**src/bim_pkg.sv**
```systemverilog
// Purpose: shared constants for the battery id monitor control block
// Assumes: host register traffic arrives as decoded word accesses, one address per 16-bit word
// Notes:
package bim_pkg;
  localparam int unsigned CLK_HZ        = 125000000;
  localparam int unsigned MEAS_TIME_MS  = 28;
  localparam longint unsigned MEAS_CYC_L = (longint'(CLK_HZ) * MEAS_TIME_MS) / 1000;
  // timeout reload: results land one cycle inside the limit, not on it
  localparam int unsigned MEAS_CYC      = 32'(MEAS_CYC_L - 2);

  localparam logic [7:0] A_USER_LO   = 8'h08;
  localparam logic [7:0] A_USER_HI   = 8'h13;
  localparam logic [7:0] A_KEY_UP    = 8'h06;
  localparam logic [7:0] A_KEY_LO    = 8'h07;
  localparam logic [7:0] A_CTRL      = 8'h05;
  localparam logic [7:0] A_STATUS    = 8'h04;
  localparam logic [7:0] A_VOLT      = 8'h02;
  localparam logic [7:0] A_TEMP      = 8'h03;
  localparam logic [7:0] A_ID_LO     = 8'h20;
  localparam logic [7:0] A_ID_HI     = 8'h27;

  localparam logic [15:0] CMD_UNLOCK  = 16'h00a5;
  localparam logic [15:0] CMD_LOCK    = 16'h005a;
  localparam logic [15:0] CMD_PROGRAM = 16'h00c3;
  localparam logic [15:0] CMD_MEASURE = 16'h0001;
  localparam logic [15:0] CMD_WAKE    = 16'h0010;
  localparam logic [15:0] CMD_SLEEP   = 16'h0020;

  localparam logic [31:0] KEY_DEFAULT = 32'h1234_5678;
  localparam logic [15:0] RD_FILL     = 16'hffff;
  localparam logic [15:0] ZERO16      = 16'h0000;
  localparam int unsigned NUM_USER    = 12;
  localparam int unsigned NUM_ID      = 2;

  localparam int unsigned ST_UNLOCKED = 0;
  localparam int unsigned ST_MISMATCH = 1;
  localparam int unsigned ST_PRG_DONE = 2;
  localparam int unsigned ST_ID0_PRG  = 3;
  localparam int unsigned ST_ID1_PRG  = 4;

  typedef enum logic [1:0] {
    BIM_SHUTDOWN,
    BIM_STANDBY,
    BIM_ACTIVE
  } bim_mode_t;
endpackage : bim_pkg

```
**src/bim_ctrl.sv**
```systemverilog
// Purpose: register file, identifier programming, key gating and power modes
// Assumes: word-level access strobes from a serial front end, synchronous to clk_i
// Notes: an access is answered one cycle later on ack_o/nack_o and rdata_o
`timescale 1ns/10ps
`default_nettype none
module bim_ctrl
  import bim_pkg::*;
(
  input  wire logic        clk_i,        // system clock
  input  wire logic        rst_i,        // sync reset, active high
  input  wire logic        pack_en_i,    // pack enable pin, active high
  input  wire logic        wr_i,         // word write strobe
  input  wire logic        rd_i,         // word read strobe
  input  wire logic        burst_i,      // access reached by auto-increment
  input  wire logic [7:0]  addr_i,       // register address
  input  wire logic [15:0] wdata_i,      // write data
  input  wire logic        conv_done_i,  // both conversions finished
  input  wire logic [15:0] volt_i,       // voltage result
  input  wire logic [15:0] temp_i,       // temperature result
  output logic      [15:0] rdata_o,      // read data
  output logic             ack_o,        // access accepted, pulse
  output logic             nack_o,       // access refused, pulse
  output logic      [1:0]  mode_o,       // power mode
  output logic             conv_start_o, // start conversions, pulse
  output logic             power_on_o,   // bandgap, oscillator, regulator on
  output logic             mismatch_o,   // identifier shadow disagreement
  output logic             unlocked_o    // identifier writes enabled
);
  typedef struct packed {
    logic [NUM_USER-1:0][15:0] user;
    logic [15:0]               key_up;
    logic [15:0]               key_lo;
    logic [NUM_ID-1:0][63:0]   stage;
    logic [15:0]               volt;
    logic [15:0]               temp;
    logic                      unlocked;
    logic                      wake;
    logic                      mism;
    bim_mode_t                 mode;
    logic [31:0]               tmr;
    logic                      prog;
    logic [15:0]               rdata;
    logic                      ack;
    logic                      nack;
    logic                      conv_start;
    logic                      power_on;
  } bim_ctrl_st_t;

  bim_ctrl_st_t s_q, s_d;

  logic [NUM_ID-1:0][63:0] id_w;
  logic [NUM_ID-1:0]       id_mis_w;
  logic [NUM_ID-1:0]       id_burn_w;

  genvar gi;
  generate
    for (gi = 0; gi < NUM_ID; gi++) begin : g_id
      bim_otp_id u_id (
        .clk_i      (clk_i),
        .rst_i      (rst_i),
        .prog_i     (s_q.prog),
        .value_i    (s_q.stage[gi]),
        .id_o       (id_w[gi]),
        .mismatch_o (id_mis_w[gi]),
        .burned_o   (id_burn_w[gi])
      );
    end
  endgenerate

  logic        key_ok;
  logic        in_user, in_id, legal;
  logic [3:0]  uidx;
  logic [2:0]  iidx;
  logic [15:0] stat;

  always_comb begin
    key_ok  = ({s_q.key_up, s_q.key_lo} == KEY_DEFAULT);
    in_user = (addr_i >= A_USER_LO) && (addr_i <= A_USER_HI);
    in_id   = (addr_i >= A_ID_LO) && (addr_i <= A_ID_HI);
    uidx    = 4'(addr_i - A_USER_LO);
    iidx    = 3'(addr_i - A_ID_LO);
    legal   = in_user || in_id || (addr_i == A_KEY_UP) || (addr_i == A_KEY_LO) ||
              (addr_i == A_CTRL) || (addr_i == A_STATUS) || (addr_i == A_VOLT) ||
              (addr_i == A_TEMP);
    stat    = ZERO16;
    stat[ST_UNLOCKED] = s_q.unlocked;
    stat[ST_MISMATCH] = s_q.mism;
    stat[ST_PRG_DONE] = |id_burn_w;
    stat[ST_ID0_PRG]  = id_burn_w[0];
    stat[ST_ID1_PRG]  = id_burn_w[1];

    s_d            = s_q;
    s_d.ack        = 1'b0;
    s_d.nack       = 1'b0;
    s_d.prog       = 1'b0;
    s_d.conv_start = 1'b0;

    if (|id_mis_w) begin
      s_d.mism = 1'b1;
    end

    if (wr_i) begin
      if (!legal) begin
        s_d.nack = 1'b1;
      end else if (in_user) begin
        s_d.user[uidx] = wdata_i;
        s_d.ack = 1'b1;
      end else if (addr_i == A_KEY_UP) begin
        s_d.key_up = wdata_i;
        s_d.ack = 1'b1;
      end else if (addr_i == A_KEY_LO) begin
        s_d.key_lo = wdata_i;
        s_d.ack = 1'b1;
      end else if (in_id) begin
        if (s_q.unlocked) begin
          s_d.stage[iidx[2]][iidx[1:0]*16 +: 16] = wdata_i;
          s_d.ack = 1'b1;
        end else begin
          s_d.nack = 1'b1;
        end
      end else if (addr_i == A_CTRL) begin
        s_d.ack = 1'b1;
        if (wdata_i == CMD_UNLOCK && key_ok) begin
          s_d.unlocked = 1'b1;
        end else if (wdata_i == CMD_LOCK && key_ok) begin
          s_d.unlocked = 1'b0;
        end else if (wdata_i == CMD_PROGRAM && s_q.unlocked) begin
          s_d.prog = 1'b1;
        end else if (wdata_i == CMD_MEASURE && s_q.mode == BIM_STANDBY) begin
          s_d.mode = BIM_ACTIVE;
          s_d.tmr  = MEAS_CYC;
          s_d.conv_start = 1'b1;
        end else if (wdata_i == CMD_WAKE) begin
          s_d.wake = 1'b1;
        end else if (wdata_i == CMD_SLEEP) begin
          s_d.wake = 1'b0;
        end
      end else begin
        s_d.nack = 1'b1;
      end
    end else if (rd_i) begin
      if (!legal) begin
        s_d.rdata = RD_FILL;
        if (burst_i) begin
          s_d.ack = 1'b1;
        end else begin
          s_d.nack = 1'b1;
        end
      end else begin
        s_d.ack = 1'b1;
        if (in_user) begin
          s_d.rdata = s_q.user[uidx];
        end else if (in_id) begin
          s_d.rdata = id_w[iidx[2]][iidx[1:0]*16 +: 16];
        end else if (addr_i == A_KEY_UP) begin
          s_d.rdata = s_q.key_up;
        end else if (addr_i == A_KEY_LO) begin
          s_d.rdata = s_q.key_lo;
        end else if (addr_i == A_STATUS) begin
          s_d.rdata = stat;
        end else if (addr_i == A_VOLT) begin
          s_d.rdata = s_q.volt;
        end else if (addr_i == A_TEMP) begin
          s_d.rdata = s_q.temp;
        end else begin
          s_d.rdata = ZERO16;
        end
      end
    end

    // power mode sequencing
    case (s_q.mode)
      BIM_SHUTDOWN: begin
        if (pack_en_i) begin
          s_d.mode = BIM_STANDBY;
        end
      end
      BIM_STANDBY: begin
        // registers stay accessible here
      end
      BIM_ACTIVE: begin
        if (conv_done_i || s_q.tmr == 32'h0000_0000) begin
          s_d.volt = volt_i;
          s_d.temp = temp_i;
          s_d.mode = BIM_STANDBY;
        end else begin
          s_d.tmr = s_q.tmr - 32'h0000_0001;
        end
      end
      default: begin
        s_d.mode = BIM_SHUTDOWN;
      end
    endcase

    if (!pack_en_i) begin
      s_d.mode = BIM_SHUTDOWN;
      s_d.wake = 1'b0;
      s_d.conv_start = 1'b0;
    end
    s_d.power_on = pack_en_i && (s_d.wake || s_d.mode == BIM_ACTIVE);
  end

  always_ff @(posedge clk_i) begin
    if (rst_i) begin
      s_q      <= '0;
      s_q.mode <= BIM_SHUTDOWN;
    end else begin
      s_q <= s_d;
    end
  end

  assign rdata_o      = s_q.rdata;
  assign ack_o        = s_q.ack;
  assign nack_o       = s_q.nack;
  assign mode_o       = s_q.mode;
  assign conv_start_o = s_q.conv_start;
  assign power_on_o   = s_q.power_on;
  assign mismatch_o   = s_q.mism;
  assign unlocked_o   = s_q.unlocked;
endmodule : bim_ctrl
`default_nettype wire

```
**src/bim_otp_id.sv**
```systemverilog
// Purpose: one-time identifier store with shadow copy and readback compare
// Assumes: prog_i is a one-cycle pulse
// Notes: both copies are written by the same pulse and not again until rst_i clears them
`timescale 1ns/10ps
`default_nettype none
module bim_otp_id
  import bim_pkg::*;
(
  input  wire logic        clk_i,      // system clock
  input  wire logic        rst_i,      // sync reset, active high
  input  wire logic        prog_i,     // program pulse
  input  wire logic [63:0] value_i,    // staged value to burn
  output logic      [63:0] id_o,       // primary copy
  output logic             mismatch_o, // copies differ
  output logic             burned_o    // already programmed
);
  typedef struct packed {
    logic [63:0] main;
    logic [63:0] shadow;
    logic        burned;
  } bim_otp_st_t;

  bim_otp_st_t s_q, s_d;

  always_comb begin
    s_d = s_q;
    if (prog_i && !s_q.burned) begin
      s_d.main   = value_i;
      s_d.shadow = value_i;
      s_d.burned = 1'b1;
    end
  end

  always_ff @(posedge clk_i) begin
    if (rst_i) begin
      s_q <= '0;
    end else begin
      s_q <= s_d;
    end
  end

  assign id_o       = s_q.main;
  assign mismatch_o = (s_q.main != s_q.shadow);
  assign burned_o   = s_q.burned;
endmodule : bim_otp_id
`default_nettype wire

```
**config.mk**
```make
export PLATFORM = sky130hd
export DESIGN_NAME = bim_ctrl
export DESIGN_NICKNAME = d
export VERILOG_FILES = /design/src/bim_pkg.sv /design/src/bim_ctrl.sv /design/src/bim_otp_id.sv
export SDC_FILE = /design/constraint.sdc
export NUM_CORES = 1
export LEC_CHECK = 0
export BUFFER_PORTS_ARGS = -buffer_cell sky130_fd_sc_hd__buf_4
export CORE_MARGIN = 2
export CORE_UTILIZATION = 39
export CTS_BUF_LIST = sky130_fd_sc_hd__clkbuf_4
export CTS_CLUSTER_SIZE = 12
export DETAILED_ROUTE_END_ITERATION = 16
export PLACE_DENSITY_LB_ADDON = 0.25
export SLEW_MARGIN = 20
export SYNTH_ARGS = -nofsm -noshare
export SYNTH_HDL_FRONTEND = slang
export SYNTH_SLANG_ARGS = --single-unit
```
**constraint.sdc**
```tcl
create_clock -name clk_i -period 5.15 [get_ports clk_i]
set_input_delay 1.03 -clock clk_i [delete_from_list [all_inputs] [get_ports clk_i]]
set_output_delay 1.03 -clock clk_i [all_outputs]
set_load 0.01 [all_outputs]
```
=== Word level (Yosys, flattened, before mapping) ===
Cells that the tools add are included.

* Output and inout port bits: 24
* Logic and storage cells: 181
* Bits of input ports: 63
* Flip-flop bits (word level): 571

* Eq/ne operators: 16
* Muxes and demuxes: 75
* Add/subtract/negate cells: 4
* $lt $le $gt $ge: 8
* Shift-type cells: 3
* Reductions and logical operators: 35
* Bitwise logic cells: 8

{| class="wikitable"
|+ Operators by type and width
! operator !! number
|-
| $mux 35 || 9
|-
| $bwmux 192 || 1
|-
| $mux 64 || 3
|-
| $mux 16 || 9
|-
| $bwmux 128 || 1
|-
| $mux 34 || 2
|-
| $bmux 16 s4 || 1
|-
| $demux 16 s4 || 1
|-
| $demux 64 s1 || 1
|-
| $mux 32 || 2
|-
| $shift 16x34->64 const A || 1
|-
| $shiftx 16x34->64 || 1
|-
| $shiftx 64x7->16 || 1
|-
| $mux 1 || 35
|-
| $neg 6->34 || 1
|-
| $eq 16x8->1 const B || 2
|-
| $eq 32x29->1 const B || 1
|-
| $eq 8x3->1 const B || 4
|-
| $logic_not 32->1 || 1
|-
| $sub 32x1->32 const B || 1
|-
| $mux 17 || 1
|-
| $eq 16x1->1 const B || 1
|-
| $eq 16x5->1 const B || 1
|-
| $eq 16x6->1 const B || 1
|-
| 31 further kinds || 67
|}

=== Depth between registers and ports, before layout ===
* Depth in word-level cells: 19
* Mapped depth: 13
* Mapped depth without buffers: 7

=== Cells and area by module ===
Synthesis repeated with hierarchy kept, for this count alone.

* Cell total of the unflattened synthesis: 2926
* Area total of the unflattened synthesis: 26329.0 sq um

{| class="wikitable"
|+ Modules (own cells, without submodules)
! module !! cells each !! instances !! area an instance (sq um) !! seq. area each (sq um)
|-
| bim_ctrl || 2332 || 1 || 20160.6 || 8848.5
|-
| bim_otp_id || 297 || 2 || 3084.2 || 1301.2
|}

=== Least setup slack after synthesis ===
Ideal clock, no wire load.

* Path kind: input-to-reg
* Start point: input addr_i[0]
* End point: register s_q[224] (netlist name)
* Data required time: 5.022 ns
* Library setup time: 0.128 ns
* Buffers on the path: 7
* Stages: 13
* Path slack: 1.539 ns
* Arrival time: 3.484 ns
* Cells stage by stage: buf_2 -> buf_2 -> buf_4 -> inv_1 -> ha_1 -> clkbuf_1 -> inv_1 -> clkbuf_1 -> and4_1 -> buf_2 -> buf_4 -> mux2i_1 -> nor2_1

* Cells in the longest elaborated chain, start to end: 10
* Elaborated cells on any way between the ends: 22
* Those cells by class: order compare: 4; eq/ne: 6; bitwise: 2; reduce/logical: 10

{| class="wikitable"
|+ Ends and longest elaborated chain
! element !! RTL line !! source
|-
| start: declaration || bim_ctrl.sv:15 || <nowiki>input wire logic [7:0] addr_i,</nowiki>
|-
| $ge 8x4->1, or another cell as far along || bim_ctrl.sv:78 || <nowiki>in_user = (addr_i >= A_USER_LO) && (addr_i <= A_USER_HI);</nowiki>
|-
| $logic_and 1x1->1 (on tied branches) || bim_ctrl.sv:78, bim_ctrl.sv:79 ||
|-
| $logic_or 1x1->1 (4 in series) || bim_ctrl.sv:82 || <nowiki>legal = in_user || in_id || (addr_i == A_KEY_UP) || (addr_i == A_KEY_LO) ||</nowiki>
|-
| $logic_or 1x1->1 (3 in series) || bim_ctrl.sv:83 || <nowiki>(addr_i == A_CTRL) || (addr_i == A_STATUS) || (addr_i == A_VOLT) ||</nowiki>
|-
| $reduce_and 5->1 (no line) (*) || -- ||
|-
| end: declaration || bim_ctrl.sv:49 || <nowiki>bim_ctrl_st_t s_q, s_d;</nowiki>
|}

Every way passes the cells marked *; elsewhere a longest branch is shown, timed or not.
A chain may end at the register's enable or synchronous reset.

=== Worst setup path after layout ===
* Start point: input addr_i[1]
* End point: register s_q[35] (netlist name)

* Cells in the longest elaborated chain, start to end: 13
* Elaborated cells on any way between the ends: 28
* Those cells by class: order compare: 4; eq/ne: 6; mux: 9; reduce/logical: 9

{| class="wikitable"
|+ Ends and longest elaborated chain
! element !! RTL line !! source
|-
| $ge 8x4->1, or another cell as far along || bim_ctrl.sv:78 ||
|-
| $logic_and 1x1->1 (on tied branches) || bim_ctrl.sv:78, bim_ctrl.sv:79 ||
|-
| $logic_or 1x1->1 (4 in series) || bim_ctrl.sv:82 ||
|-
| $logic_or 1x1->1 (3 in series) || bim_ctrl.sv:83 ||
|-
| $mux 35 (*) || bim_ctrl.sv:103 || <nowiki>if (!legal) begin</nowiki>
|-
| $mux 35 (*) || bim_ctrl.sv:102 || <nowiki>if (wr_i) begin</nowiki>
|-
| $mux 32 || bim_ctrl.sv:182 || <nowiki>if (conv_done_i || s_q.tmr == 32'h0000_0000) begin</nowiki>
|-
| $mux 32 (*) || bim_ctrl.sv:172 || <nowiki>case (s_q.mode)</nowiki>
|}

Marks and branches as above.

==> impl_metrics.ini <==
[global_route]
grt_overflow = 0
grt_pass1_vias = 20300
grt_pass1_wl_um = 117000
grt_max_degree = 221
grtUsageTotal_pct = 22.6
antenna_found_initial = 2

[clocking]
cts_tree = built
clk_latency_ns = 0.99
post_cts_buffers = 0
clock_path_buffers = 3
numCtsBuffers = 156
htree_levels = 4
clock_sinks = 571
holdBufCountCts = 0
root_buffer = clkbuf_4
cts-resized-gates = 0
clk_pin_slew_ns = 0.07

[critical_path]
crit_chain = buf_4 -> clkinv_1 -> ha_1 -> nor4b_1 -> and4b_1 -> and4_1 -> a21oi_1 -> a2111oi_2
timing.critical_path.arrival_ns = 3.91
start_kind = primary input
worstSetupPathType = in -> reg
r2r_slack_ns = 2.16
cpPeakStageDelay_ns = 0.70
reg2reg_to = s_q[154]
cp_data_required_time_ns = 6.03
cpMaxStageDelayCell = and4_1
reg2reg_from = unlocked_o
rr_worst_depth = 5
worstPathMaxFanout = 18
end_kind = flop

[power]
ir_drop_mv = 0.187
p_leak_nw = 10.2
p_per_area_nw_per_um2 = 319

[synthesis]
ys_top_cells_by_area = dfxtp_1 45%, mux2i_1 8.0%, mux4_2 7.1%
synth_seq_area_share_pct = 45.1
synth_top_area_share_pct = 45.1
synth-seq-cells = 571
synth-edff-count = 0
syn_nets = 2903
synth_cell_types = 71
async_reset_ff_share_pct = 0
synth_area_sq_um = 25400
synth.largest_area_cell = dfxtp_1
ys.flop_type = dfxtp_1
synthCells = 2834
avgSynthCellArea_sq_um = 8.95
ys_warn_count = 0

[sta]
layout_min_cycle_time_ns = 3.03
setup_viol = 0
tns_ns = 0
tightest_slew_ns = 1.08
worst_slew_margin_rel_pct = 27.7
finalCritPeriodShare_pct = 58.8
drv_slew = 0
rsz0062_at_grt = no
whs_ns = 0.325
hold_violations = 0
skew_ns = 0.0418
clock.fmax_ghz = 0.330

[routing]
vias_per_cell = 5.50
num_vias = 21000
firstDrtPassIters = 5
routed_wl_um = 76100
drc_errors = 0
antenna_left = 0
wl_per_cell_um = 20.0
drtIter0Drc = 1766

[placement]
place_inst = 3538
post-dp-hpwl_um = 46300
gp_congestion = 0.883
portBuffers = 85

[die]
initial_core_util_pct = 39.4
fp-row-count = 93
die_h_um = 259
dieArea_sq_um = 67100
design.core.area_sq_um = 64300
ios = 87
chipWidth_um = 259

[worst_hold_path]
min_from = volt_i[15]
holdPathEnd = s_q[89]
hold_class = in -> reg
min_path_cells = 3

[finish]
fin_util_pct = 44.1
fin_cells = 3811
fin_nets = 2911
fillers = 6196
area_growth_pct = 11.9
seq_area_sq_um = 11400
multi_input_area_sq_um = 12700
layout-drive-gt1-share_pct = 17.4

[status]
status = completed

[job]
drv_cap = 0
cell usage after synthesis, types with 10 or more instances:
cell and number:
nor2_1 217, a22o_1 26, o2111ai_1 12, dfxtp_1 571, buf_4 29, a311oi_1 18
o31ai_1 10, o211ai_1 11, nand4_1 10, or3_1 14, clkbuf_1 196, buf_1 22
or4_1 12, inv_1 16, mux2i_1 203, buf_2 40, and4_1 13, nand2_1 432
nor4_1 16, o21ai_0 140, mux4_2 80, a21oi_1 225, nor3_1 26, a211oi_1 24
nor4b_1 13, and3_1 18, nand3_1 137, nand2b_1 181
worst max path at each step:
stage                to  slack [ns]  depth (start not counted)        from
2_1_floorplan  s_q[224]        1.54                         13   addr_i[0]
3_5_place_dp    s_q[35]        1.15                          9   addr_i[0]
3_3_place_gp    s_q[35]        1.19                          9   addr_i[0]
6_report        s_q[35]        2.12                          8   addr_i[1]
4_1_cts        s_q[187]        1.95                          4  unlocked_o
5_1_grt         s_q[35]        1.99                          8   addr_i[1]
power by group:
part / leakage [nW] / switching [W] / internal (W)
logic: 4.41 / 0.000300 / 0.000136
clock network: 1.20 / 0.00192 / 0.00224
registers: 4.60 / 0.0000118 / 0.00443
cells by family (layout without fill, tap and decap cells):
group	after synthesis	after routing	synth area share [%]
AO/OA/AOI/OAI	505	505	11.7
XOR/XNOR	1	1	0.0346
flip-flops	571	571	45.1
multiplexers	290	290	15.4
AND/OR/NAND/NOR	1153	1153	22.2
adder cells (fa/ha/maj)	6	6	0.296
other	1	6	0.0148
buffers and inverters	307	424	5.26
final cells by class:
type                            count  share of cell area [%]
Antenna cell                        5                  0.0441
Tap cell                          855                    3.77
Inverter                           17                   0.225
Timing Repair Buffer              140                    3.90
Multi-Input combinational cell   1956                    44.7
Clock inverter                     30                   0.812
Sequential cell                   571                    40.3
Clock buffer                      237                    6.27
critical path: cells and delay by family:
family / cells / cell delay [ns]
AO/OA/AOI/OAI: 2 / 0.55
buffers and inverters: 2 / 0.36
AND/OR/NAND/NOR: 3 / 1.61
adder cells (fa/ha/maj): 1 / 0.33
stage by stage:
stage / total power, W / cell area [sq um] / setup slack (ns)
after floorplan: 0.00481 / 25400 / 1.54
after global placement: 0.00497 / 26300 / 1.19
after detailed placement: 0.00497 / 26300 / 1.15
after CTS: 0.00914 / 28300 / 1.95
after global routing: 0.00941 / 28400 / 1.99
final: 0.00904 / 28400 / 2.12
cells in the final DEF (no fill, tap or decap), types with 16 or more instances in the layout:
cell,n
o21ai_0,140
a21oi_1,225
mux4_2,80
mux2i_1,203
a311oi_1,18
nor2_1,215
inv_1,16
nor3_1,22
a22o_1,26
and3_1,18
nand3_1,137
nand2_1,432
dfxtp_1,571
a211oi_1,24
buf_4,134
clkbuf_4,237
nand2b_1,179
sequential cells by signal, summed over array words and instances (netlist names):
register / count
s_q: 418
g_id.u_id.id_o: 128
rdata_o: 16
g_id.u_id.burned_o: 2
mode_o: 2
ack_o: 1
conv_start_o: 1
nack_o: 1
power_on_o: 1
unlocked_o: 1
metal layers:
layer  part of all wire (%)  wire length, um  track usage [%]  vias up
li1                       -                -                -     9976
met1                     46            34700             30.5    10100
met2                     45            34300             35.2      708
met3                    6.4             4880             4.72      151
met4                    2.9             2170             9.06        0
met5                      0                0                0        -
Note: power is estimated with default switching activity, not from simulation.
